`src/rtl/mfr_regs.svh`:
```
/*
  Constants of the multi-I/O flash read front-end: opcodes, field
  positions, phase lengths, reset values and buffer shape.
  Assumes inclusion by bare name from the design files.
*/
`ifndef MFR_REGS_SVH
`define MFR_REGS_SVH

// opcodes
`define MFR_OP_DUAL 8'hbb
`define MFR_OP_DUAL_DTR 8'hbd
`define MFR_OP_QUAD 8'heb
`define MFR_OP_QUAD_DTR 8'hed
`define MFR_OP_WRAP_SET 8'h77

// phase lengths, in sampling units (one unit is one lane group)
`define MFR_OPCODE_UNITS 5'h08
`define MFR_ADDR_UNITS_DUAL 5'h0c
`define MFR_ADDR_UNITS_QUAD 5'h06
`define MFR_MODE_UNITS_DUAL 5'h04
`define MFR_MODE_UNITS_QUAD 5'h02
`define MFR_BYTE_UNITS_DUAL 5'h04
`define MFR_BYTE_UNITS_QUAD 5'h02
`define MFR_WRAP_SKIP_UNITS 5'h06
`define MFR_WRAP_BYTE_UNITS 5'h02

// dummy clocks between continuation byte and first data
`define MFR_DUMMY_DUAL 5'h00
`define MFR_DUMMY_DUAL_DTR 5'h00
`define MFR_DUMMY_QUAD 5'h04
`define MFR_DUMMY_QUAD_DTR 5'h04

// continuation byte fields
`define MFR_CONT_SEL_LO 4
`define MFR_CONT_SEL_KEEP 2'b10

// wrap byte fields; stored as {length[1:0], disable}
`define MFR_WRAP_FIELD_LO 4
`define MFR_WRAP_RESET 3'b001
`define MFR_WRAP_MASK_8 6'h07
`define MFR_WRAP_MASK_16 6'h0f
`define MFR_WRAP_MASK_32 6'h1f
`define MFR_WRAP_MASK_64 6'h3f

// read data buffer
`define MFR_FIFO_WIDTH 8
`define MFR_FIFO_DEPTH 8
`define MFR_DATA_IDLE 8'hff

`endif

```
`src/rtl/mfr_pkg.sv`:
```
/*
  Types of the multi-I/O flash read front-end: sequencer states, read
  kinds and the packed carriers for pin drive and fetch requests.
  Assumes nothing of its surroundings.
*/
package mfr_pkg;

  typedef enum logic [3:0] {
    ST_IDLE, ST_OPCODE, ST_ADDR, ST_MODE, ST_DUMMY, ST_DATA,
    ST_WRAP_SKIP, ST_WRAP_BYTE, ST_IGNORE
  } mfr_state_e;

  typedef enum logic [1:0] {
    K_DUAL, K_DUAL_DTR, K_QUAD, K_QUAD_DTR
  } mfr_kind_e;

  typedef struct packed {
    logic [3:0] dout;
    logic [3:0] oe;
  } mfr_pins_s;

  typedef struct packed {
    logic valid;
    logic [23:0] addr;
  } mfr_req_s;

endpackage

```
`src/rtl/mfr_read_front.sv`:
```
/*
  Command front-end for dual and quad I/O fast reads, single and double
  rate, with continuation mode and wrap-around quad bursts, plus the wrap
  setting command. Assumes the pins are asynchronous to mclk and that
  sclk runs well below mclk/8 so each sclk level lasts 4+ mclk cycles;
  the memory array answers fetch requests in order, one byte each.
*/
`timescale 1ns/10ps
`include "mfr_regs.svh"

// Contract
// RQ1 - BBh takes address two bits per clock, returns data on IO0 and IO1.
// RQ2 - eight-bit continuation byte follows address; only upper nibble matters.
// RQ3 - continuation bits 10 make next select-low period skip opcode.
// RQ4 - any other continuation value restores normal opcode decoding.
// RQ5 - host releases IO lines before first data-out falling edge.
// RQ6 - dual exit: sixteen clocks of ones on IO0.
// RQ7 - BDh is dual I/O read with address and data at double rate.
// RQ8 - double-rate dual exit: ones on IO0 for sixteen or twenty clocks.
// RQ9 - EBh moves address and data on four lines, four dummy clocks.
// RQ10 - quad reads accepted only while quad permit bit is one; continuation entries skip this check.
// RQ11 - quad exit: eight clocks of ones on IO0.
// RQ12 - EDh is quad I/O read at double rate, four dummy clocks.
// RQ13 - double-rate quad exit: ones on IO0 for eight or ten clocks.
// RQ14 - wrap enabled confines quad reads to aligned section of page.
// RQ15 - wrap output starts at address, returns to section start, repeats.
// RQ16 - wrap bit 4 enables wrapping, bits 6 and 5 pick length; code wraps while bit 4 is zero.
// RQ17 - wrap command: 77h, 24 dummy bits, then wrap byte.
// RQ18 - wrap disable bit resets to one; writing one restores linear reads.
// RQ19 - double rate: address and data on both edges, opcode single rate.
// RQ20 - wrap length 00, 01, 10, 11 selects 8, 16, 32, 64 bytes.
// RQ21 - continuation remembers read kind and repeats it without opcode.
module mfr_read_front (
  // clock and reset
  input wire logic mclk,
  input wire logic sys_rst,
  // flash pins
  input wire logic spi_cs_n,
  input wire logic spi_sclk,
  input wire logic [3:0] spi_io_in,
  output mfr_pkg::mfr_pins_s spi_io_drive,
  // configuration and status
  input wire logic quad_io_permit_bit,
  output logic [2:0] wrap_setting_bits,
  output logic continuation_active,
  // memory array fetch
  output mfr_pkg::mfr_req_s mem_req,
  input wire logic mem_req_ready,
  input wire logic [7:0] mem_rdata,
  input wire logic mem_rdata_valid,
  output logic mem_rdata_ready
);
  logic cs_s1, cs_s2, cs_prev, ck_s1, ck_s2, ck_prev;
  logic [3:0] io_s1, io_s2;
  logic rise, fall, cs_high, cs_fall, cs_rise, samp_in, out_edge, adv;
  mfr_pkg::mfr_state_e state, next_state;
  mfr_pkg::mfr_kind_e kind, cont_kind, op_kind;
  logic quad, dtr, op_read, op_quad, wrap_on, fetching;
  logic [4:0] unit_cnt, addr_units, mode_units, byte_units, dummy_clks;
  logic [4:0] dum_seen, credit_need;
  logic [7:0] opcode, op_next, mode_byte, mode_next, wrap_shift, wrap_next;
  logic [7:0] out_byte, cur_byte, fifo_data;
  logic [23:0] read_addr, addr_next, inc_addr, step_addr;
  logic [5:0] wrap_mask;
  logic [3:0] pend, drop, fifo_level;
  logic req_fire, rd_fire, push, pop, fifo_out_valid, fifo_in_ready;

  // two flops on every pin before anything looks at it
  always_ff @(posedge mclk) begin
    if (sys_rst) begin
      cs_s1 <= 1'b1;
      cs_s2 <= 1'b1;
      cs_prev <= 1'b1;
      ck_s1 <= 1'b0;
      ck_s2 <= 1'b0;
      ck_prev <= 1'b0;
      io_s1 <= 4'h0;
      io_s2 <= 4'h0;
    end else begin
      cs_s1 <= spi_cs_n;
      cs_s2 <= cs_s1;
      cs_prev <= cs_s2;
      ck_s1 <= spi_sclk;
      ck_s2 <= ck_s1;
      ck_prev <= ck_s2;
      io_s1 <= spi_io_in;
      io_s2 <= io_s1;
    end
  end

  assign rise = ck_s2 & ~ck_prev;
  assign fall = ~ck_s2 & ck_prev;
  assign cs_high = cs_s2;
  assign cs_fall = ~cs_s2 & cs_prev;
  assign cs_rise = cs_s2 & ~cs_prev;
  // double-rate address opens on a rise: the fall after the opcode is not data
  assign samp_in = rise | (dtr & fall & ~(state == mfr_pkg::ST_ADDR && unit_cnt == 5'h00)); // [RQ19]
  assign out_edge = fall | (dtr & rise); // [RQ19]

  always_comb begin
    quad = (kind == mfr_pkg::K_QUAD) || (kind == mfr_pkg::K_QUAD_DTR);
    dtr = (kind == mfr_pkg::K_DUAL_DTR) || (kind == mfr_pkg::K_QUAD_DTR); // [RQ7] [RQ12]
    addr_units = quad ? `MFR_ADDR_UNITS_QUAD : `MFR_ADDR_UNITS_DUAL; // [RQ1] [RQ9]
    mode_units = quad ? `MFR_MODE_UNITS_QUAD : `MFR_MODE_UNITS_DUAL;
    byte_units = quad ? `MFR_BYTE_UNITS_QUAD : `MFR_BYTE_UNITS_DUAL;
    case (kind)
      mfr_pkg::K_DUAL: dummy_clks = `MFR_DUMMY_DUAL;
      mfr_pkg::K_DUAL_DTR: dummy_clks = `MFR_DUMMY_DUAL_DTR;
      mfr_pkg::K_QUAD: dummy_clks = `MFR_DUMMY_QUAD; // [RQ9]
      default: dummy_clks = `MFR_DUMMY_QUAD_DTR; // [RQ12]
    endcase
  end

  // opcode is always one bit per rising edge on IO0
  assign op_next = {opcode[6:0], io_s2[0]}; // [RQ19]
  assign addr_next = quad ? {read_addr[19:0], io_s2} : {read_addr[21:0], io_s2[1:0]};
  assign mode_next = quad ? {mode_byte[3:0], io_s2} : {mode_byte[5:0], io_s2[1:0]};
  assign wrap_next = {wrap_shift[3:0], io_s2};

  always_comb begin
    op_kind = mfr_pkg::K_DUAL;
    op_read = 1'b1;
    if (op_next == `MFR_OP_DUAL) begin
      op_kind = mfr_pkg::K_DUAL; // [RQ1]
    end else if (op_next == `MFR_OP_DUAL_DTR) begin
      op_kind = mfr_pkg::K_DUAL_DTR; // [RQ7]
    end else if (op_next == `MFR_OP_QUAD) begin
      op_kind = mfr_pkg::K_QUAD; // [RQ9]
    end else if (op_next == `MFR_OP_QUAD_DTR) begin
      op_kind = mfr_pkg::K_QUAD_DTR; // [RQ12]
    end else begin
      op_read = 1'b0;
    end
  end
  assign op_quad = (op_kind == mfr_pkg::K_QUAD) || (op_kind == mfr_pkg::K_QUAD_DTR);

  always_comb begin
    next_state = state;
    if (cs_high) begin
      next_state = mfr_pkg::ST_IDLE;
    end else begin
      case (state)
        mfr_pkg::ST_IDLE: begin
          if (cs_fall) begin
            next_state = continuation_active ? mfr_pkg::ST_ADDR : mfr_pkg::ST_OPCODE; // [RQ3] [RQ4]
          end
        end
        mfr_pkg::ST_OPCODE: begin
          if (rise && unit_cnt == `MFR_OPCODE_UNITS - 5'h01) begin
            if (op_read && (!op_quad || quad_io_permit_bit)) begin
              next_state = mfr_pkg::ST_ADDR; // [RQ10]
            end else if (op_next == `MFR_OP_WRAP_SET) begin
              next_state = mfr_pkg::ST_WRAP_SKIP; // [RQ17]
            end else begin
              next_state = mfr_pkg::ST_IGNORE;
            end
          end
        end
        mfr_pkg::ST_ADDR: begin
          if (samp_in && unit_cnt == addr_units - 5'h01) begin
            next_state = mfr_pkg::ST_MODE; // [RQ2]
          end
        end
        mfr_pkg::ST_MODE: begin
          if (samp_in && unit_cnt == mode_units - 5'h01) begin
            next_state = (dummy_clks == 5'h00) ? mfr_pkg::ST_DATA : mfr_pkg::ST_DUMMY;
          end
        end
        mfr_pkg::ST_DUMMY: begin
          if (rise && unit_cnt == dummy_clks - 5'h01) begin
            next_state = mfr_pkg::ST_DATA; // [RQ9] [RQ12]
          end
        end
        mfr_pkg::ST_WRAP_SKIP: begin
          if (rise && unit_cnt == `MFR_WRAP_SKIP_UNITS - 5'h01) begin
            next_state = mfr_pkg::ST_WRAP_BYTE;
          end
        end
        mfr_pkg::ST_WRAP_BYTE: begin
          if (rise && unit_cnt == `MFR_WRAP_BYTE_UNITS - 5'h01) begin
            next_state = mfr_pkg::ST_IGNORE;
          end
        end
        default: next_state = state;
      endcase
    end
  end

  always_ff @(posedge mclk) begin
    if (sys_rst) begin
      state <= mfr_pkg::ST_IDLE;
    end else begin
      state <= next_state;
    end
  end

  always_comb begin
    if (state == mfr_pkg::ST_ADDR || state == mfr_pkg::ST_MODE) begin
      adv = samp_in;
    end else if (state == mfr_pkg::ST_DATA) begin
      adv = out_edge;
    end else begin
      adv = rise;
    end
  end

  always_ff @(posedge mclk) begin
    if (sys_rst || next_state != state) begin
      unit_cnt <= 5'h00;
    end else if (adv) begin
      unit_cnt <= (state == mfr_pkg::ST_DATA && unit_cnt == byte_units - 5'h01) ?
        5'h00 : unit_cnt + 5'h01;
    end
  end

  always_ff @(posedge mclk) begin
    if (sys_rst) begin
      opcode <= 8'h00;
      read_addr <= 24'h000000;
      mode_byte <= 8'h00;
      wrap_shift <= 8'h00;
    end else begin
      if (state == mfr_pkg::ST_OPCODE && rise) opcode <= op_next;
      if (state == mfr_pkg::ST_ADDR && samp_in) read_addr <= addr_next; // [RQ1] [RQ9]
      if (state == mfr_pkg::ST_MODE && samp_in) mode_byte <= mode_next;
      if (state == mfr_pkg::ST_WRAP_BYTE && rise) wrap_shift <= wrap_next;
    end
  end

  // read kind: a fresh opcode, or the remembered one on an opcode-less entry
  always_ff @(posedge mclk) begin
    if (sys_rst) begin
      kind <= mfr_pkg::K_DUAL;
    end else if (state == mfr_pkg::ST_OPCODE && next_state == mfr_pkg::ST_ADDR) begin
      kind <= op_kind;
    end else if (state == mfr_pkg::ST_IDLE && next_state == mfr_pkg::ST_ADDR) begin
      kind <= cont_kind; // [RQ21]
    end
  end

  // only bits 5:4 of the continuation byte are looked at
  always_ff @(posedge mclk) begin
    if (sys_rst) begin
      continuation_active <= 1'b0;
      cont_kind <= mfr_pkg::K_DUAL;
    end else if (state == mfr_pkg::ST_MODE && samp_in && unit_cnt == mode_units - 5'h01) begin
      continuation_active <= (mode_next[`MFR_CONT_SEL_LO +: 2] == `MFR_CONT_SEL_KEEP); // [RQ2] [RQ3] [RQ4]
      cont_kind <= kind; // [RQ21]
    end
  end

  always_ff @(posedge mclk) begin
    if (sys_rst) begin
      wrap_setting_bits <= `MFR_WRAP_RESET; // [RQ18]
    end else if (state == mfr_pkg::ST_WRAP_BYTE && rise &&
                 unit_cnt == `MFR_WRAP_BYTE_UNITS - 5'h01) begin
      wrap_setting_bits <= wrap_next[`MFR_WRAP_FIELD_LO +: 3]; // [RQ16] [RQ18]
    end
  end

  always_comb begin
    case (wrap_setting_bits[2:1])
      2'b00: wrap_mask = `MFR_WRAP_MASK_8; // [RQ20]
      2'b01: wrap_mask = `MFR_WRAP_MASK_16;
      2'b10: wrap_mask = `MFR_WRAP_MASK_32;
      default: wrap_mask = `MFR_WRAP_MASK_64;
    endcase
  end

  assign wrap_on = ~wrap_setting_bits[0] & quad; // [RQ14] [RQ16]
  assign inc_addr = mem_req.addr + 24'h000001;
  // wrapping keeps the bits above the section, so the page is never left
  assign step_addr = wrap_on ?
    {mem_req.addr[23:6], (mem_req.addr[5:0] & ~wrap_mask) | (inc_addr[5:0] & wrap_mask)} :
    inc_addr; // [RQ14] [RQ15]

  assign fetching = (state == mfr_pkg::ST_MODE) || (state == mfr_pkg::ST_DUMMY) ||
    (state == mfr_pkg::ST_DATA);
  assign req_fire = mem_req.valid & mem_req_ready;
  assign rd_fire = mem_rdata_valid & fifo_in_ready;
  assign credit_need = 5'({1'b0, pend}) + 5'({1'b0, fifo_level}) + (req_fire ? 5'h02 : 5'h01);

  // prefetch only as far as the buffer can hold every byte in flight
  always_ff @(posedge mclk) begin
    if (sys_rst || cs_high) begin
      mem_req.valid <= 1'b0;
    end else if (!mem_req.valid || mem_req_ready) begin
      mem_req.valid <= fetching && !cs_rise && (credit_need <= 5'(`MFR_FIFO_DEPTH));
    end
  end

  always_ff @(posedge mclk) begin
    if (sys_rst) begin
      mem_req.addr <= 24'h000000;
    end else if (state == mfr_pkg::ST_ADDR && next_state == mfr_pkg::ST_MODE) begin
      mem_req.addr <= addr_next; // [RQ15]
    end else if (req_fire) begin
      mem_req.addr <= step_addr;
    end
  end

  // bytes still in flight when select rises belong to the dead read
  always_ff @(posedge mclk) begin
    if (sys_rst) begin
      pend <= 4'h0;
      drop <= 4'h0;
    end else begin
      pend <= 4'(pend + {3'h0, req_fire} - {3'h0, rd_fire});
      if (cs_rise) begin
        drop <= 4'(pend + {3'h0, req_fire} - {3'h0, rd_fire});
      end else if (rd_fire && drop != 4'h0) begin
        drop <= drop - 4'h1;
      end
    end
  end

  assign push = rd_fire && drop == 4'h0 && !cs_rise;
  assign pop = state == mfr_pkg::ST_DATA && out_edge && unit_cnt == 5'h00 && !cs_high;

  mfr_byte_fifo #(
    .WIDTH(`MFR_FIFO_WIDTH),
    .DEPTH(`MFR_FIFO_DEPTH)
  ) u_fifo (
    .mclk(mclk),
    .sys_rst(sys_rst),
    .flush(cs_rise),
    .in_valid(push),
    .in_ready(fifo_in_ready),
    .in_data(mem_rdata),
    .out_valid(fifo_out_valid),
    .out_ready(pop),
    .out_data(fifo_data),
    .level(fifo_level)
  );
  assign mem_rdata_ready = fifo_in_ready;

  // an underrun drives ones rather than stale bits
  assign cur_byte = (unit_cnt == 5'h00) ? (fifo_out_valid ? fifo_data : `MFR_DATA_IDLE) : out_byte;

  // drive starts at the first data edge, after the host let go
  always_ff @(posedge mclk) begin
    if (sys_rst || state != mfr_pkg::ST_DATA || cs_high) begin
      spi_io_drive.dout <= 4'h0;
      spi_io_drive.oe <= 4'h0; // [RQ5]
      out_byte <= 8'h00;
    end else if (out_edge) begin
      spi_io_drive.dout <= quad ? cur_byte[7:4] : {2'b00, cur_byte[7:6]}; // [RQ1] [RQ9]
      spi_io_drive.oe <= quad ? 4'hf : 4'h3;
      out_byte <= quad ? {cur_byte[3:0], 4'h0} : {cur_byte[5:0], 2'b00};
    end
  end

  // checking helpers
  always_ff @(posedge mclk) begin
    if (sys_rst || state == mfr_pkg::ST_MODE) begin
      dum_seen <= 5'h00;
    end else if (state == mfr_pkg::ST_DUMMY && rise) begin
      dum_seen <= dum_seen + 5'h01;
    end
  end
endmodule

```
`src/rtl/mfr_byte_fifo.sv`:
```
/*
  Read data buffer between the memory array fetch and the pin shifter.
  Assumes one clock, synchronous active-high reset, and that flush is
  a single-cycle pulse from the same clock domain.
*/
`timescale 1ns/10ps
`include "mfr_regs.svh"

module mfr_byte_fifo #(
  parameter int WIDTH = `MFR_FIFO_WIDTH,
  parameter int DEPTH = `MFR_FIFO_DEPTH
) (
  // clock and reset
  input wire logic mclk,
  input wire logic sys_rst,
  input wire logic flush,
  // fill side
  input wire logic in_valid,
  output logic in_ready,
  input wire logic [WIDTH-1:0] in_data,
  // drain side
  output logic out_valid,
  input wire logic out_ready,
  output logic [WIDTH-1:0] out_data,
  output logic [$clog2(DEPTH):0] level
);
  localparam int AW = $clog2(DEPTH);

  logic [WIDTH-1:0] store [DEPTH];
  logic [AW-1:0] wr_ptr;
  logic [AW-1:0] rd_ptr;
  logic [AW:0] next_level;
  logic push;
  logic pop;

  assign out_valid = (level != '0);
  assign out_data = store[rd_ptr];
  assign push = in_valid & in_ready;
  assign pop = out_valid & out_ready;

  always_comb begin
    next_level = level;
    if (flush) begin
      next_level = '0;
    end else if (push && !pop) begin
      next_level = level + (AW+1)'(1);
    end else if (pop && !push) begin
      next_level = level - (AW+1)'(1);
    end
  end

  for (genvar i = 0; i < DEPTH; i++) begin : g_entry
    always_ff @(posedge mclk) begin
      if (push && wr_ptr == AW'(i)) begin
        store[i] <= in_data;
      end
    end
  end

  always_ff @(posedge mclk) begin
    if (sys_rst || flush) begin
      wr_ptr <= '0;
    end else if (push) begin
      wr_ptr <= (wr_ptr == AW'(DEPTH-1)) ? '0 : wr_ptr + AW'(1);
    end
  end

  always_ff @(posedge mclk) begin
    if (sys_rst || flush) begin
      rd_ptr <= '0;
    end else if (pop) begin
      rd_ptr <= (rd_ptr == AW'(DEPTH-1)) ? '0 : rd_ptr + AW'(1);
    end
  end

  // ready is registered so the fill side never sees a combinational path
  always_ff @(posedge mclk) begin
    if (sys_rst) begin
      level <= '0;
      in_ready <= 1'b0;
    end else begin
      level <= next_level;
      in_ready <= (next_level != (AW+1)'(DEPTH));
    end
  end

endmodule

```
`config.mk`:
```
export PLATFORM = sky130hd
export DESIGN_NAME = mfr_read_front
export DESIGN_NICKNAME = d
export VERILOG_FILES = /design/src/rtl/mfr_pkg.sv /design/src/rtl/mfr_read_front.sv /design/src/rtl/mfr_byte_fifo.sv
export VERILOG_INCLUDE_DIRS = /design/src /design/src/rtl
export SDC_FILE = /design/constraint.sdc
export NUM_CORES = 1
export LEC_CHECK = 0
export ABC_CLOCK_PERIOD_IN_PS = 5900
export BUFFER_PORTS_ARGS = -buffer_cell sky130_fd_sc_hd__buf_4
export CORE_ASPECT_RATIO = 0.6
export CORE_MARGIN = 2
export CORE_UTILIZATION = 37
export CTS_CLUSTER_SIZE = 14
export DETAILED_ROUTE_END_ITERATION = 8
export GPL_TIMING_DRIVEN = 0
export PLACE_DENSITY_LB_ADDON = 0.1
export SLEW_MARGIN = 20
export SYNTH_ARGS = -nofsm -noshare
export SYNTH_HDL_FRONTEND = slang
export SYNTH_HIERARCHICAL = 1
export SYNTH_SLANG_ARGS = --single-unit
```
`constraint.sdc`:
```
create_clock -name mclk -period 5.9 [get_ports mclk]
set_input_delay 0.59 -clock mclk [delete_from_list [all_inputs] [get_ports mclk]]
set_output_delay 0.59 -clock mclk [all_outputs]
set_load 0.05 [all_outputs]
```
[After elaboration in Yosys (flattened, before gate mapping)]
Memories as Yosys holds them, arrays and structs flattened. A register that Yosys moved wholly into a read port is not among the register bits.
Index checks and enable logic that the tools add are counted.
Operators by class
  bitwise gates (word level): 24
  equality and inequality tests: 40
  muxes and demuxes: 87
  add/sub/neg operators: 14
  $lt $le $gt $ge: 1
  reductions and logical operators: 76
Operators by type and width (count)
  24-bit 2-to-1 mux: 4
  8-bit 2-to-1 mux: 10
  4-bit 2-to-1 mux: 18
  8-bit OR reduction: 7
  3-bit 2-to-1 mux: 13
  1-bit logical AND: 36
  8-bit equality test, second input constant: 4
  1-bit 2-to-1 mux: 30
  4-bit one-hot mux with 7 select lines: 1
  24-bit by 1-bit adder with 24-bit output, second input constant: 1
  6-bit one-hot mux with 3 select lines: 1
  4-bit by 2-bit equality test with 1-bit output, second input constant: 4
  4-bit by 3-bit equality test with 1-bit output, second input constant: 4
  2-bit 2-to-1 mux: 8
  3-bit equality test, second input constant: 5
  5-bit equality test: 3
  1-bit logical OR: 13
  1-bit bitwise AND: 12
  6-bit bitwise AND: 2
  2-bit equality test, second input constant: 6
  5-bit by 3-bit equality test with 1-bit output, second input constant: 2
  5-bit logical NOT: 2
  8-bit by 7-bit equality test with 1-bit output, second input constant: 1
  4-bit logical NOT: 2
  other kinds (34): 53
Word-level totals
  logic and storage cells: 273
  memories: 1
  flip-flop bits (word level): 127
  bits in writable memories: 64
Memories
  u_fifo.store: depth 8, bits a word 8, read ports 1, clocked after memory_dff 1, write ports 1, line mfr_byte_fifo.sv:29  | logic [WIDTH-1:0] store [DEPTH];

[Logic depth before layout (Yosys ltp)]
Gate-level depths: netlist (run 1).
  depth in word-level cells: 18
  gate-level depth with buffers: 12
  depth with buffers taken out: 11

[Cells and area by module]
The synthesis (run 1) kept the hierarchy.
By module, submodules not included
  mfr_read_front: area an instance 5997.0 sq um, seq. area each 2242.2 sq um, instances 1, cells each 689
  mfr_byte_fifo: area an instance 3273.1 sq um, seq. area each 2202.1 sq um, instances 1, cells each 195

[Worst setup path after synthesis (run 1)]
No wires, ideal clock.
  path type: flip-flop to flip-flop
  from: register ck_s2
  to: register u_fifo.in_ready
  slack: 3.142 ns
  clock period less this slack: 2.758 ns
  data required time: 5.766 ns
  data arrival time: 2.624 ns
  stages on the path, launching flop included: 12
  path through: dfxtp_1 > nor2b_1 > buf_2 > clkbuf_1 > a21oi_1 > clkbuf_1 > nor4b_1 > buf_2 > nand4_1 > or3_1 > o211ai_1 > a41oi_2
Between the ends
  word-level cells in the longest chain between the ends: 12
  elaborated cells between the ends (all ways): 16
  those cells by class: eq/ne (1); mux (3); bitwise (6); reduce/logical (6)
Ends and longest elaborated chain
  start, declared: line mfr_read_front.sv:53  | logic cs_s1, cs_s2, cs_prev, ck_s1, ck_s2, ck_prev;
  start signal, assigned: line mfr_read_front.sv:84  | ck_s2 <= ck_s1;
  1-bit bitwise AND or 1-bit NOT (tied branches): line mfr_read_front.sv:91, mfr_read_front.sv:92
  1-bit bitwise AND, on equally long branches: line mfr_read_front.sv:98, mfr_read_front.sv:92
  1-bit bitwise OR *: line mfr_read_front.sv:98  | assign out_edge = fall | (dtr & rise);
  1-bit logical AND * (3 in a row): line mfr_read_front.sv:318  | assign pop = state == mfr_pkg::ST_DATA && out_edge && unit_cnt == 5'h00 && !cs_high;
  named net pop: line mfr_read_front.sv:66  | logic req_fire, rd_fire, push, pop, fifo_out_valid, fifo_in_ready;
  1-bit bitwise AND *: line mfr_byte_fifo.sv:39  | assign pop = out_valid & out_ready;
  1-bit logical AND or 1-bit logical NOT (tied branches): line mfr_byte_fifo.sv:47, mfr_byte_fifo.sv:45
  4-bit 2-to-1 mux or 1-bit logical AND (tied branches): line mfr_byte_fifo.sv:47, mfr_byte_fifo.sv:45
  4-bit 2-to-1 mux *: line mfr_byte_fifo.sv:45  | end else if (push && !pop) begin
  4-bit 2-to-1 mux *: line mfr_byte_fifo.sv:43  | if (flush) begin
  4-bit inequality test *: line mfr_byte_fifo.sv:83  | in_ready <= (next_level != (AW+1)'(DEPTH));
  end signal, assigned: line mfr_byte_fifo.sv:83
  end, declared: line mfr_byte_fifo.sv:19  | output logic in_ready,
The timed path passes the listed nets; every way through them passes the cells marked *.
A chain may end at the register's enable or synchronous reset.

[Worst setup path in the final report (run 1)]
Ends and elaborated chain as after synthesis.

==> metrics.yaml, run 1 <==
utilization_pct: 43.8
fin_skew_ns: 0.0139
yosysSeqAreaShare_pct: 47.9
end_kind: "register"
port_buffers: 56
gp_congestion: 0.857
grt_use_met1_pct: 33.5
postCtsHoldBufs: 0
layout_min_cycle_time_ns: 3.97
ios: 57
postSynthAreaPerCell_sq_um: 10.5
grt_setup_unrepaired: "no"
final_cell_mix: "dfxtp_1 (126), nor2_1 (109), edfxtp_1 (64)"
synth_top_area_cell: "dfxtp_1"
ys.flop_type: "dfxtp_1"
cp_max_fo: 10
cts_tree: "yes"
slew-limit-headroom_pct: 27.2
fp.dieH_microns: 127
htreeDepth: 4
synth_edf_count: 64
clkSlewWorstSetupHoldPaths_ns: 0.08
hold_viol_final: 0
drive_above_1_share_pct: 18.5
critPathKind: "reg -> reg"
num_antenna_cells: 0
ir_drop_v: 0.000182
p_per_area_nw_per_um2: 257
die-area_sq_um: 26400
period_share_pct: 67.2
clk_latency_ns: 0.44
critPathSlowestCell: "nor4b_1"
grt_pass1_vias: 6240
initial_core_util_pct: 38.0
ys_top_cells_by_area: "dfxtp_1 (27%), edfxtp_1 (21%), nor2_1 (4.4%)"
drt_iter0_markers: 602
slew_violations: 0
grt_max_degree: 20
core_sq_um: 24400
slowest_delay_ns: 0.98
ant_nets: 0
synth_cell_types: 75
yosysTopAreaCellShare_pct: 27.2
grt_pass1_wl_mm: 38.0
cp-start-kind: "register"
wl_per_cell_microns: 18.7
die_w_microns: 208
grt.met3_usage_pct: 3.54
clockRootBuffer: "clkbuf_16"
instances_no_fill: 1294
grt_overflow: 0
grt-busiest-layer: "met1"
cp_cell_sequence: "nor2b_1, buf_2, clkbuf_1, a21oi_1, clkbuf_1, nor4b_1, buf_2, nand4_1, or3_1, o211ai_1, a41oi_2"
synth_area_sq_um: 9270
synth_seq_cells: 190
cap_violations: 0
dp_hpwl_mm: 18.1
syn_to_final_growth_pct: 15.3
yosysWarningCount: 6
gr-usage-all-layers_pct: 18.9
drc: 0
syn-instance-count: 884
worst_ep_arrival_time_ns: 4.28
setup_viol: 0
status: "finished, final reports clean"
clock_path_buffers: 2
numCtsBuffers: 17
syn_nets: 931
async_flop_share_pct: 0
finalNetCount: 1006
postCtsSetupRepairBufs: 0
antenna_found_initial: 0
wl_mm: 24.2
path_buf_inv: 4
max_clock_freq_mhz: 252
final_common_cell: "dfxtp_1"
vias: 6828
placedCellCount: 1262
via_per_inst: 5.28
cts.sinks: 190
crit_family: "simple AND/OR/NAND/NOR gates"
p_leak_nw: 3.67
hp-class: "in -> reg"
crit_required_ns: 6.21
rows: 44
setup_tns_ns: 0
ctsResizeCount: 0
tightest_slew_ns: 1.08
drtPass1Iterations: 5
grt_use_met2_pct: 21.9
-- state kept, by name, indices dropped and copies added, names as in the netlist, 2 cells and up, named ones only --
register,cells
u_fifo/store,64
mem_req,22
read_addr,22
opcode,7
out_byte,6
spi_io_drive,6
unit_cnt,5
drop,4
io_s1,4
io_s2,4
mode_byte,4
pend,4
state,4
u_fifo/level,4
u_fifo/rd_ptr,3
u_fifo/wr_ptr,3
wrap_setting_bits,3
wrap_shift,3
cont_kind,2
kind,2
-- area by class of cell --
| type | instances | area (sq um) |
|---|---|---|
| fill | 2388 | 13700 |
| timing repair buffer | 56 | 420 |
| clock inverter | 15 | 165 |
| inverter | 34 | 128 |
| tap | 322 | 403 |
| multi-input combinational | 601 | 4390 |
| sequential | 190 | 4440 |
| clock buffer | 17 | 425 |
| buffer | 59 | 310 |
-- per-stage QoR --
| step | total power, mW | hold WS (ns) | area (sq um) | worst slack (ns) |
|---|---|---|---|---|
| 2_1_floorplan | 1.54 | 0.389 | 9270 | 3.14 |
| 3_3_place_gp | 1.60 | 0.395 | 10100 | 1.96 |
| 3_5_place_dp | 1.60 | 0.399 | 10100 | 1.98 |
| 4_1_cts | 2.77 | 0.322 | 10700 | 1.95 |
| 5_1_grt | 2.86 | 0.325 | 10700 | 1.53 |
| 6_report | 2.75 | 0.347 | 10700 | 1.93 |
-- Yosys cell counts (all sizes together) (9+ instances only) --
master and number:
o21ai 14, inv 34, a211oi 50, mux2 9, and3 13, edfxtp 64, dfxtp 126, nand3 24
buf 28, nand2 52, nor3 16, mux2i 37, xnor2 28, ha 24, nor2 109, clkbuf 31
nor2b 22, mux4 16, a21oi 55, nand4 12, xor2 12
-- power by group --
group,switching [mW],total [mW],internal (mW)
logic,0.108,0.181,0.0728
registers,0.0178,1.39,1.37
clock network,0.572,1.18,0.606
total,0.698,2.75,2.05
-- layer usage --
metal,part of all wire [%],wire (microns),vias to the layer above
li1,-,-,3345
met3,4.9,1190,14
met4,0.77,187,0
met2,35,8460,173
met5,0,0,-
met1,59,14300,3296
-- path summary, 6_finish.rpt --
check | slack (ns) | startpoint | cells after the start | endpoint
min reg2reg | 0.42 | cs_s1$_SDFF_PP1_ | 1 | cs_high$_SDFF_PP1_
max reg2reg | 1.93 | ck_s2$_SDFF_PP0_ | 11 | u_fifo/in_ready$_SDFF_PP0_
max | 1.93 | ck_s2$_SDFF_PP0_ | 11 | u_fifo/in_ready$_SDFF_PP0_
min | 0.35 | sys_rst | 2 | u_fifo/in_ready$_SDFF_PP0_
-- cells by family (layout without fill, tap and decap cells) --
kind of cell,after synthesis,count (layout),share of synthesized area [%]
xor gates and xnor gates,40,40,3.78
muxes,62,62,9.11
DFF,190,190,47.9
buffers and inverters,93,181,4.72
and+or+nand+nor,307,307,17.0
adders and majority gates,28,28,4.10
AOI/OAI and AO/OA,164,164,13.3
Note: power is estimated with default switching activity, not from simulation.
==> run 2, diff against run 1 <==
ABC_AREA = 1   (was not set)
ABC_CLOCK_PERIOD_IN_PS = 4100   (was 5900)
clock period = 4.1 ns   (was 5.9 ns; I/O delays follow)
==> run 2 against run 1 <==
Synthesized cell count is 40% higher. Register-to-register slack worse by 0.79 ns. Core utilization is 0.40 points lower. Count of clock-buffer cells in the layout is 1 higher.
==> metrics.yaml, run 2 <==
power.share.clock_pct: 41.8  # was 42.9%
num_antenna_cells: 0  # unchanged
synth_seq_cells: 190  # unchanged
drc: 0  # unchanged
drtPass1Iterations: 5  # unchanged
clockRootBuffer: "clkbuf_16"  # unchanged
ant_nets: 0  # unchanged
worst_r2r_startpoint: "mem_req[24]$_SDFFE_PP0P_"  # was ck_s2$_SDFF_PP0_
layout_min_cycle_time_ns: 2.96  # was 3.97 ns
syn_nets: 1284  # was 931
port_buffers: 56  # unchanged
htreeDepth: 4  # unchanged
slew-limit-headroom_pct: 35.4  # was 27.2%
crit_path_frequent_cell: "a21oi_1"
drt_iter0_markers: 713  # was 602
hold_viol_final: 0  # unchanged
crit_required_ns: 4.49  # was 6.21 ns
min_path_cells: 2  # unchanged
cap_violations: 0  # unchanged
comb_power_share_pct: 8.7  # was 6.6%
clkSlewWorstSetupHoldPaths_ns: 0.07  # was 0.08 ns
max_clock_freq_mhz: 338  # was 252 MHz
numCtsBuffers: 17  # unchanged
syn-instance-count: 1237  # was 884
ctsResizeCount: 0  # unchanged
end_kind: "register"  # unchanged
setup_viol: 0  # unchanged
yosysSeqAreaShare_pct: 46.8  # was 47.9%
seqPwrFrac_pct: 49.5  # was 50.5%
yosysWarningCount: 6  # unchanged
dp_hpwl_mm: 20.9  # was 18.1 mm
cts_tree: "yes"  # unchanged
p_leak_nw: 4.50  # was 3.67 nW
p_total_mw: 4.07  # was 2.75 mW
grt_max_degree: 17  # was 20
grt_setup_unrepaired: "no"  # unchanged
top_register: "u_fifo/store"  # unchanged
ir_drop_v: 0.000175  # was 0.000182 V
postCtsSetupRepairBufs: 0  # unchanged
worst_ep_arrival_time_ns: 3.35  # was 4.28 ns
core_sq_um: 25300  # was 24400 sq um
vias: 8162  # was 6828
min_to: "cs_s1$_SDFF_PP1_"  # was u_fifo/in_ready$_SDFF_PP0_
fin_skew_ns: 0.0115  # was 0.0139 ns
utilization_pct: 43.4  # was 43.8%
timing.rr.end: "mem_req[24]$_SDFFE_PP0P_"  # was u_fifo/in_ready$_SDFF_PP0_
antenna_found_initial: 0  # unchanged
drive_above_1_share_pct: 11.2  # was 18.5%
postLayoutSetupSlackWorst_ns: 1.14  # was 1.93 ns
clock_path_buffers: 2  # unchanged
cp_cell_sequence: "nand2_1, inv_1, fa_1, ha_1, inv_1, fa_1, nand2_1, a21oi_1, o211ai_1, a21oi_1, a21oi_1, nor2_1"  # was nor2b_1, buf_2, clkbuf_1, a21oi_1, clkbuf_1, nor4b_1, buf_2, nand4_1, or3_1, o211ai_1, a41oi_2
rrSetupSlack_ns: 1.14  # was 1.93 ns
clk_latency_ns: 0.45  # was 0.44 ns
ios: 57  # unchanged
wl_mm: 26.8  # was 24.2 mm
largest_reg_flops: 64  # unchanged
ys_top_cells_by_area: "dfxtp_1 (27%), edfxtp_1 (20%), nand2_1 (9.2%)"  # was dfxtp_1 (27%), edfxtp_1 (21%), nor2_1 (4.4%)
cts.sinks: 190  # unchanged
synth_area_sq_um: 9500  # was 9270 sq um
synth_edf_count: 64  # unchanged
synth_top_area_cell: "dfxtp_1"  # unchanged
async_flop_share_pct: 0  # unchanged
grt_pass1_wl_mm: 42.3  # was 38.0 mm
critPathSlowestCell: "fa_1"  # was nor4b_1
holdWs_ns: 0.147  # was 0.347 ns
slew_violations: 0  # unchanged
final_common_cell: "nand2_1"  # was dfxtp_1
die-area_sq_um: 27000  # was 26400 sq um
r2r_cells: 12  # was 11
gr-usage-all-layers_pct: 20.8  # was 18.9%
wl_per_cell_microns: 16.2  # was 18.7 microns
power_switching_mw: 1.00  # was 0.698 mW
syn_to_final_growth_pct: 15.5  # was 15.3%
setup_tns_ns: 0  # unchanged
status: "finished, final reports clean"  # unchanged
postCtsHoldBufs: 0  # unchanged
p_sw_share_pct: 24.6  # was 25.4%
die_w_microns: 211  # was 208 microns
pre_cts_ws_ns: 0.922  # was 1.98 ns
grt_overflow: 0  # unchanged
synth.most_common_cell: "nand2_1"  # was dfxtp_1
tightest_slew_ns: 0.965  # was 1.08 ns
fp.dieH_microns: 128  # was 127 microns
gp_congestion: 0.882  # was 0.857
rows: 45  # was 44
synth_cell_types: 41  # was 75
yosysTopAreaCellShare_pct: 26.6  # was 27.2%
p_per_area_nw_per_um2: 371  # was 257 nW/um^2
initial_core_util_pct: 37.6  # was 38.0%
reg.largest.list: "u_fifo/store: 64 flops, mem_req: 22 flops, read_addr: 22 flops"  # unchanged
final_cell_mix: "nand2_1 (232), nor2_1 (225), inv_1 (133)"  # was dfxtp_1 (126), nor2_1 (109), edfxtp_1 (64)
cp-start-kind: "register"  # unchanged
min_from: "spi_cs_n"  # was sys_rst
hp-class: "in -> reg"  # unchanged
p_int_mw: 3.07  # was 2.05 mW
synth_common_cells: "nand2_1 (232), nor2_1 (225), inv_1 (133)"  # was dfxtp_1 (126), nor2_1 (109), edfxtp_1 (64)
finalNetCount: 1361  # was 1006
critPathKind: "reg -> reg"  # unchanged
slowest_delay_ns: 0.57  # was 0.98 ns
postSynthAreaPerCell_sq_um: 7.68  # was 10.5 sq um
cp_max_fo: 9  # was 10
period_share_pct: 72.2  # was 67.2%
ys.flop_type: "dfxtp_1"  # unchanged
via_per_inst: 4.93  # was 5.28
grt_pass1_vias: 7402  # was 6240
-- run 2: changes by cell type in the layout (fill, tap and decap cells not counted), sizes merged, moves of 9 or more --
cell	previous run	this run
mux2i	37	0
a31oi	4	17
inv	44	148
nand2	52	244
o21ai	14	120
a211oi	50	12
mux4	16	0
nor2b	22	0
nor2	109	233
xnor2	28	10
mux2	9	0
and3	13	0
nand3	24	69
-- run 2: layer usage --
layer / vias up / wire, microns / global-route usage [%]
met5: - / 0 / 0
met4: 0 / 335 / 5.43
met3: 24 / 1890 / 4.97
met2: 230 / 8710 / 23.4
met1: 3707 / 15900 / 36.0
li1: 4201 / - / -
-- run 2: cell type report --
| type | instances | area, sq um |
|---|---|---|
| buffer | 42 | 200 |
| clock inverter | 14 | 163 |
| fill | 2566 | 14300 |
| timing repair buffer | 58 | 435 |
| inverter | 147 | 554 |
| sequential | 190 | 4440 |
| tap | 329 | 412 |
| multi-input combinational | 858 | 4340 |
| clock buffer | 18 | 429 |
-- run 2: power by group through the flow --
stage	registers, mW	logic, mW	clock network, mW
2_1_floorplan	2.05	0.253	0
3_3_place_gp	2.06	0.348	0
3_5_place_dp	2.05	0.355	0
4_1_cts	2.01	0.356	1.74
5_1_grt	2.02	0.414	1.82
6_report	2.01	0.355	1.70
-- run 2: per-stage QoR --
stage                     area, sq um  std cells
after CTS                       11000       1656
after global placement          10300       1622
after detailed placement        10400       1624
after floorplan                  9500       1237
final                           11000       1656
after global routing            11000       1656
-- run 2: cell families (layout without fill, tap and decap cells) --
| group | after synthesis | in the layout | synth area share (%) |
|---|---|---|---|
| DFF | 190 | 190 | 46.8 |
| AOI/OAI and AO/OA | 217 | 217 | 12.4 |
| buffers and inverters | 189 | 279 | 7.94 |
| xor gates and xnor gates | 25 | 25 | 2.30 |
| adders and majority gates | 28 | 28 | 4.00 |
| and+or+nand+nor | 588 | 588 | 26.6 |
-- run 2: worst max-delay path by stage --
stage | endpoint | depth (start not counted) | start
finish | mem_req[24]$_SDFFE_PP0P_ | 12 | mem_req[24]$_SDFFE_PP0P_
global route | u_fifo/store[7][6]$_DFFE_PP_ | 7 | cs_high$_SDFF_PP1_
CTS | mem_req[24]$_SDFFE_PP0P_ | 12 | mem_req[24]$_SDFFE_PP0P_
detailed placement | mem_req[24]$_SDFFE_PP0P_ | 13 | mem_req_ready
global placement | u_fifo/store[2][6]$_DFFE_PP_ | 7 | cs_high$_SDFF_PP1_
floorplan | mem_req[24]$_SDFFE_PP0P_ | 12 | mem_req[24]$_SDFFE_PP0P_
-- run 2: worst max-delay path, delay by kind of cell (launching register included) --
kind            cells  cell delay, ns
compound gates      4            0.44
buf+inv             2            0.40
flops               1            0.33
simple gates        3            0.54
fa+ha+maj           3            1.18
==> run 3, diff against run 2 <==
ABC_AREA = 0   (was 1)
ABC_CLOCK_PERIOD_IN_PS = 2600   (was 4100)
clock period = 2.6 ns   (was 4.1 ns; I/O delays follow)
==> run 3 against run 2 <==
Total power increased by 51%. Critical path depth fell by 2. Fmax rose by 16%. Sequential share of layout area decreased by 0.14 points. Sequential cell count stayed put. Combinational power is 26% higher. Register-to-register slack got worse by 1.1 ns. Sequential power up 57%. Via count down 16%. Final cell count is 21% lower. Critical endpoint is now u_fifo/in_ready$_SDFF_PP0_. Largest cell class is now multi-input combinational cells.
==> metrics.yaml, run 3 (synthesis gave the netlist of run 1 again) <==
period_share_pct: 97.9  # was 72.2%
clk_latency_ns: 0.44  # was 0.45 ns
drtPass1Iterations: 5  # unchanged
port_buffers: 56  # unchanged
status: "finished, final reports clean"  # unchanged
slew_violations: 0  # unchanged
grt_pass1_vias: 6412  # was 7402
wl_mm: 24.8  # was 26.8 mm
reg.largest.list: "u_fifo/store: 64 flops, mem_req: 22 flops, read_addr: 22 flops"  # unchanged
fin_skew_ns: 0.00919  # was 0.0115 ns
ir_drop_v: 0.000362  # was 0.000175 V
antenna_found_initial: 0  # unchanged
num_antenna_cells: 0  # unchanged
finalNetCount: 1023  # was 1361
drive_above_1_share_pct: 23.9  # was 11.2%
initial_core_util_pct: 38.0  # was 37.6%
ant_nets: 0  # unchanged
clock_path_buffers: 2  # unchanged
r2r_cells: 10  # was 12
dp_hpwl_mm: 18.3  # was 20.9 mm
end_kind: "register"  # unchanged
cp-start-kind: "register"  # unchanged
wl_per_cell_microns: 18.9  # was 16.2 microns
worst_ep_arrival_time_ns: 2.86  # was 3.35 ns
final_cell_mix: "dfxtp_1 (121), nor2_1 (108), buf_4 (80)"  # was nand2_1 (232), nor2_1 (225), inv_1 (133)
die_w_microns: 208  # was 211 microns
drt_iter0_markers: 507  # was 713
cp_max_fo: 8  # was 9
postLayoutSetupSlackWorst_ns: 0.0559  # was 1.14 ns
holdWs_ns: 0.0340  # was 0.147 ns
critPathKind: "reg -> reg"  # unchanged
via_per_inst: 5.24  # was 4.93
hp-class: "in -> reg"  # unchanged
ios: 57  # unchanged
die-area_sq_um: 26400  # was 27000 sq um
gr-usage-all-layers_pct: 19.1  # was 20.8%
slew-limit-headroom_pct: 33.0  # was 35.4%
fp.dieH_microns: 127  # was 128 microns
numCtsBuffers: 17  # unchanged
cap_violations: 0  # unchanged
utilization_pct: 45.3  # was 43.4%
grt_overflow: 0  # unchanged
grt_setup_unrepaired: "yes"  # was no
min_path_cells: 2  # unchanged
pre_cts_ws_ns: -0.746  # was 0.922 ns
drc: 0  # unchanged
setup_viol: 0  # unchanged
max_clock_freq_mhz: 393  # was 338 MHz
top_register: "u_fifo/store"  # unchanged
cts_tree: "yes"  # unchanged
crit_required_ns: 2.91  # was 4.49 ns
p_leak_nw: 3.80  # was 4.50 nW
vias: 6872  # was 8162
cts.sinks: 190  # unchanged
clkSlewWorstSetupHoldPaths_ns: 0.07  # about the same
final_common_cell: "dfxtp_1"  # was nand2_1
hold_viol_final: 0  # unchanged
p_per_area_nw_per_um2: 556  # was 371 nW/um^2
grt_max_degree: 19  # was 17
gp_congestion: 0.864  # was 0.882
placedCellCount: 1262  # was 1624
core_sq_um: 24400  # was 25300 sq um
grt_pass1_wl_mm: 38.3  # was 42.3 mm
largest_reg_flops: 64  # unchanged
rows: 44  # was 45
layout_min_cycle_time_ns: 2.54  # was 2.96 ns
htreeDepth: 4  # unchanged
clockRootBuffer: "clkbuf_16"  # unchanged
instances_no_fill: 1311  # was 1656
tightest_slew_ns: 1.00  # was 0.965 ns
syn_to_final_growth_pct: 19.2  # was 15.5%
## run 3: metrics by stage
stage               TNS (ns)  area, sq um  power (mW)
floorplan                  0         9280        3.50
global placement      -19.38        10100        3.63
detailed placement    -19.35        10100        3.63
CTS                 -0.00431        10800        6.18
global route         -0.0720        11000        6.40
finish                     0        11000        6.14
## run 3: worst max-delay path, cell delays in order, from the launching register on
cell and delay [ns]:
dfxtp_4 0.38, inv_4 0.07, ha_4 0.12, or4b_4 0.48, clkbuf_16 0.18, nor4b_4 0.28
buf_6 0.18, nand4_1 0.09, or3_1 0.32, o211ai_1 0.16, a41oi_2 0.15
## run 3: final cells by class
cell class	count	area [sq um]
fillers	2358	13300
multi-input cells	601	4570
flip-flops and latches	190	4460
repair buffers	75	568
clock buffers	18	429
well taps	322	403
plain buffers	57	362
inverters	34	133
clock inverters	14	125
## run 3: layer usage
layer  up-vias  part of all wire [%]  GRT usage, %
met3        14                   5.7          4.18
met2       176                    36          22.5
met4         0                  0.60          3.89
li1       3375                     -             -
met5         -                     0             0
met1      3307                    58          33.0
## run 3: where the power goes
| group | switching [mW] | internal, mW | leakage (nW) |
|---|---|---|---|
| logic | 0.261 | 0.189 | 1.93 |
| clock network | 1.28 | 1.26 | 0.267 |
| registers | 0.0414 | 3.11 | 1.60 |
## run 3: worst paths after layout
kind                            startpoint                         end  slack, ns
setup / recovery  unit_cnt[0]$_SDFFE_PP0P_  u_fifo/in_ready$_SDFF_PP0_       0.06
setup reg to reg  unit_cnt[0]$_SDFFE_PP0P_  u_fifo/in_ready$_SDFF_PP0_       0.06
hold reg to reg           cs_s1$_SDFF_PP1_          cs_high$_SDFF_PP1_       0.41
hold / removal                spi_io_in[1]         io_s1[1]$_SDFF_PP0_       0.03
## run 3: repair_timing
| action | CTS | global route |
|---|---|---|
| endpoints found under the setup margin | 95 | 104 |
| hold buffers | 1 | 1 |
| setup buffers | 4 | 13 |
| pin swaps | 3 | 10 |
| resized for setup | 36 | 38 |
| endpoints found under the hold margin | 1 | 1 |
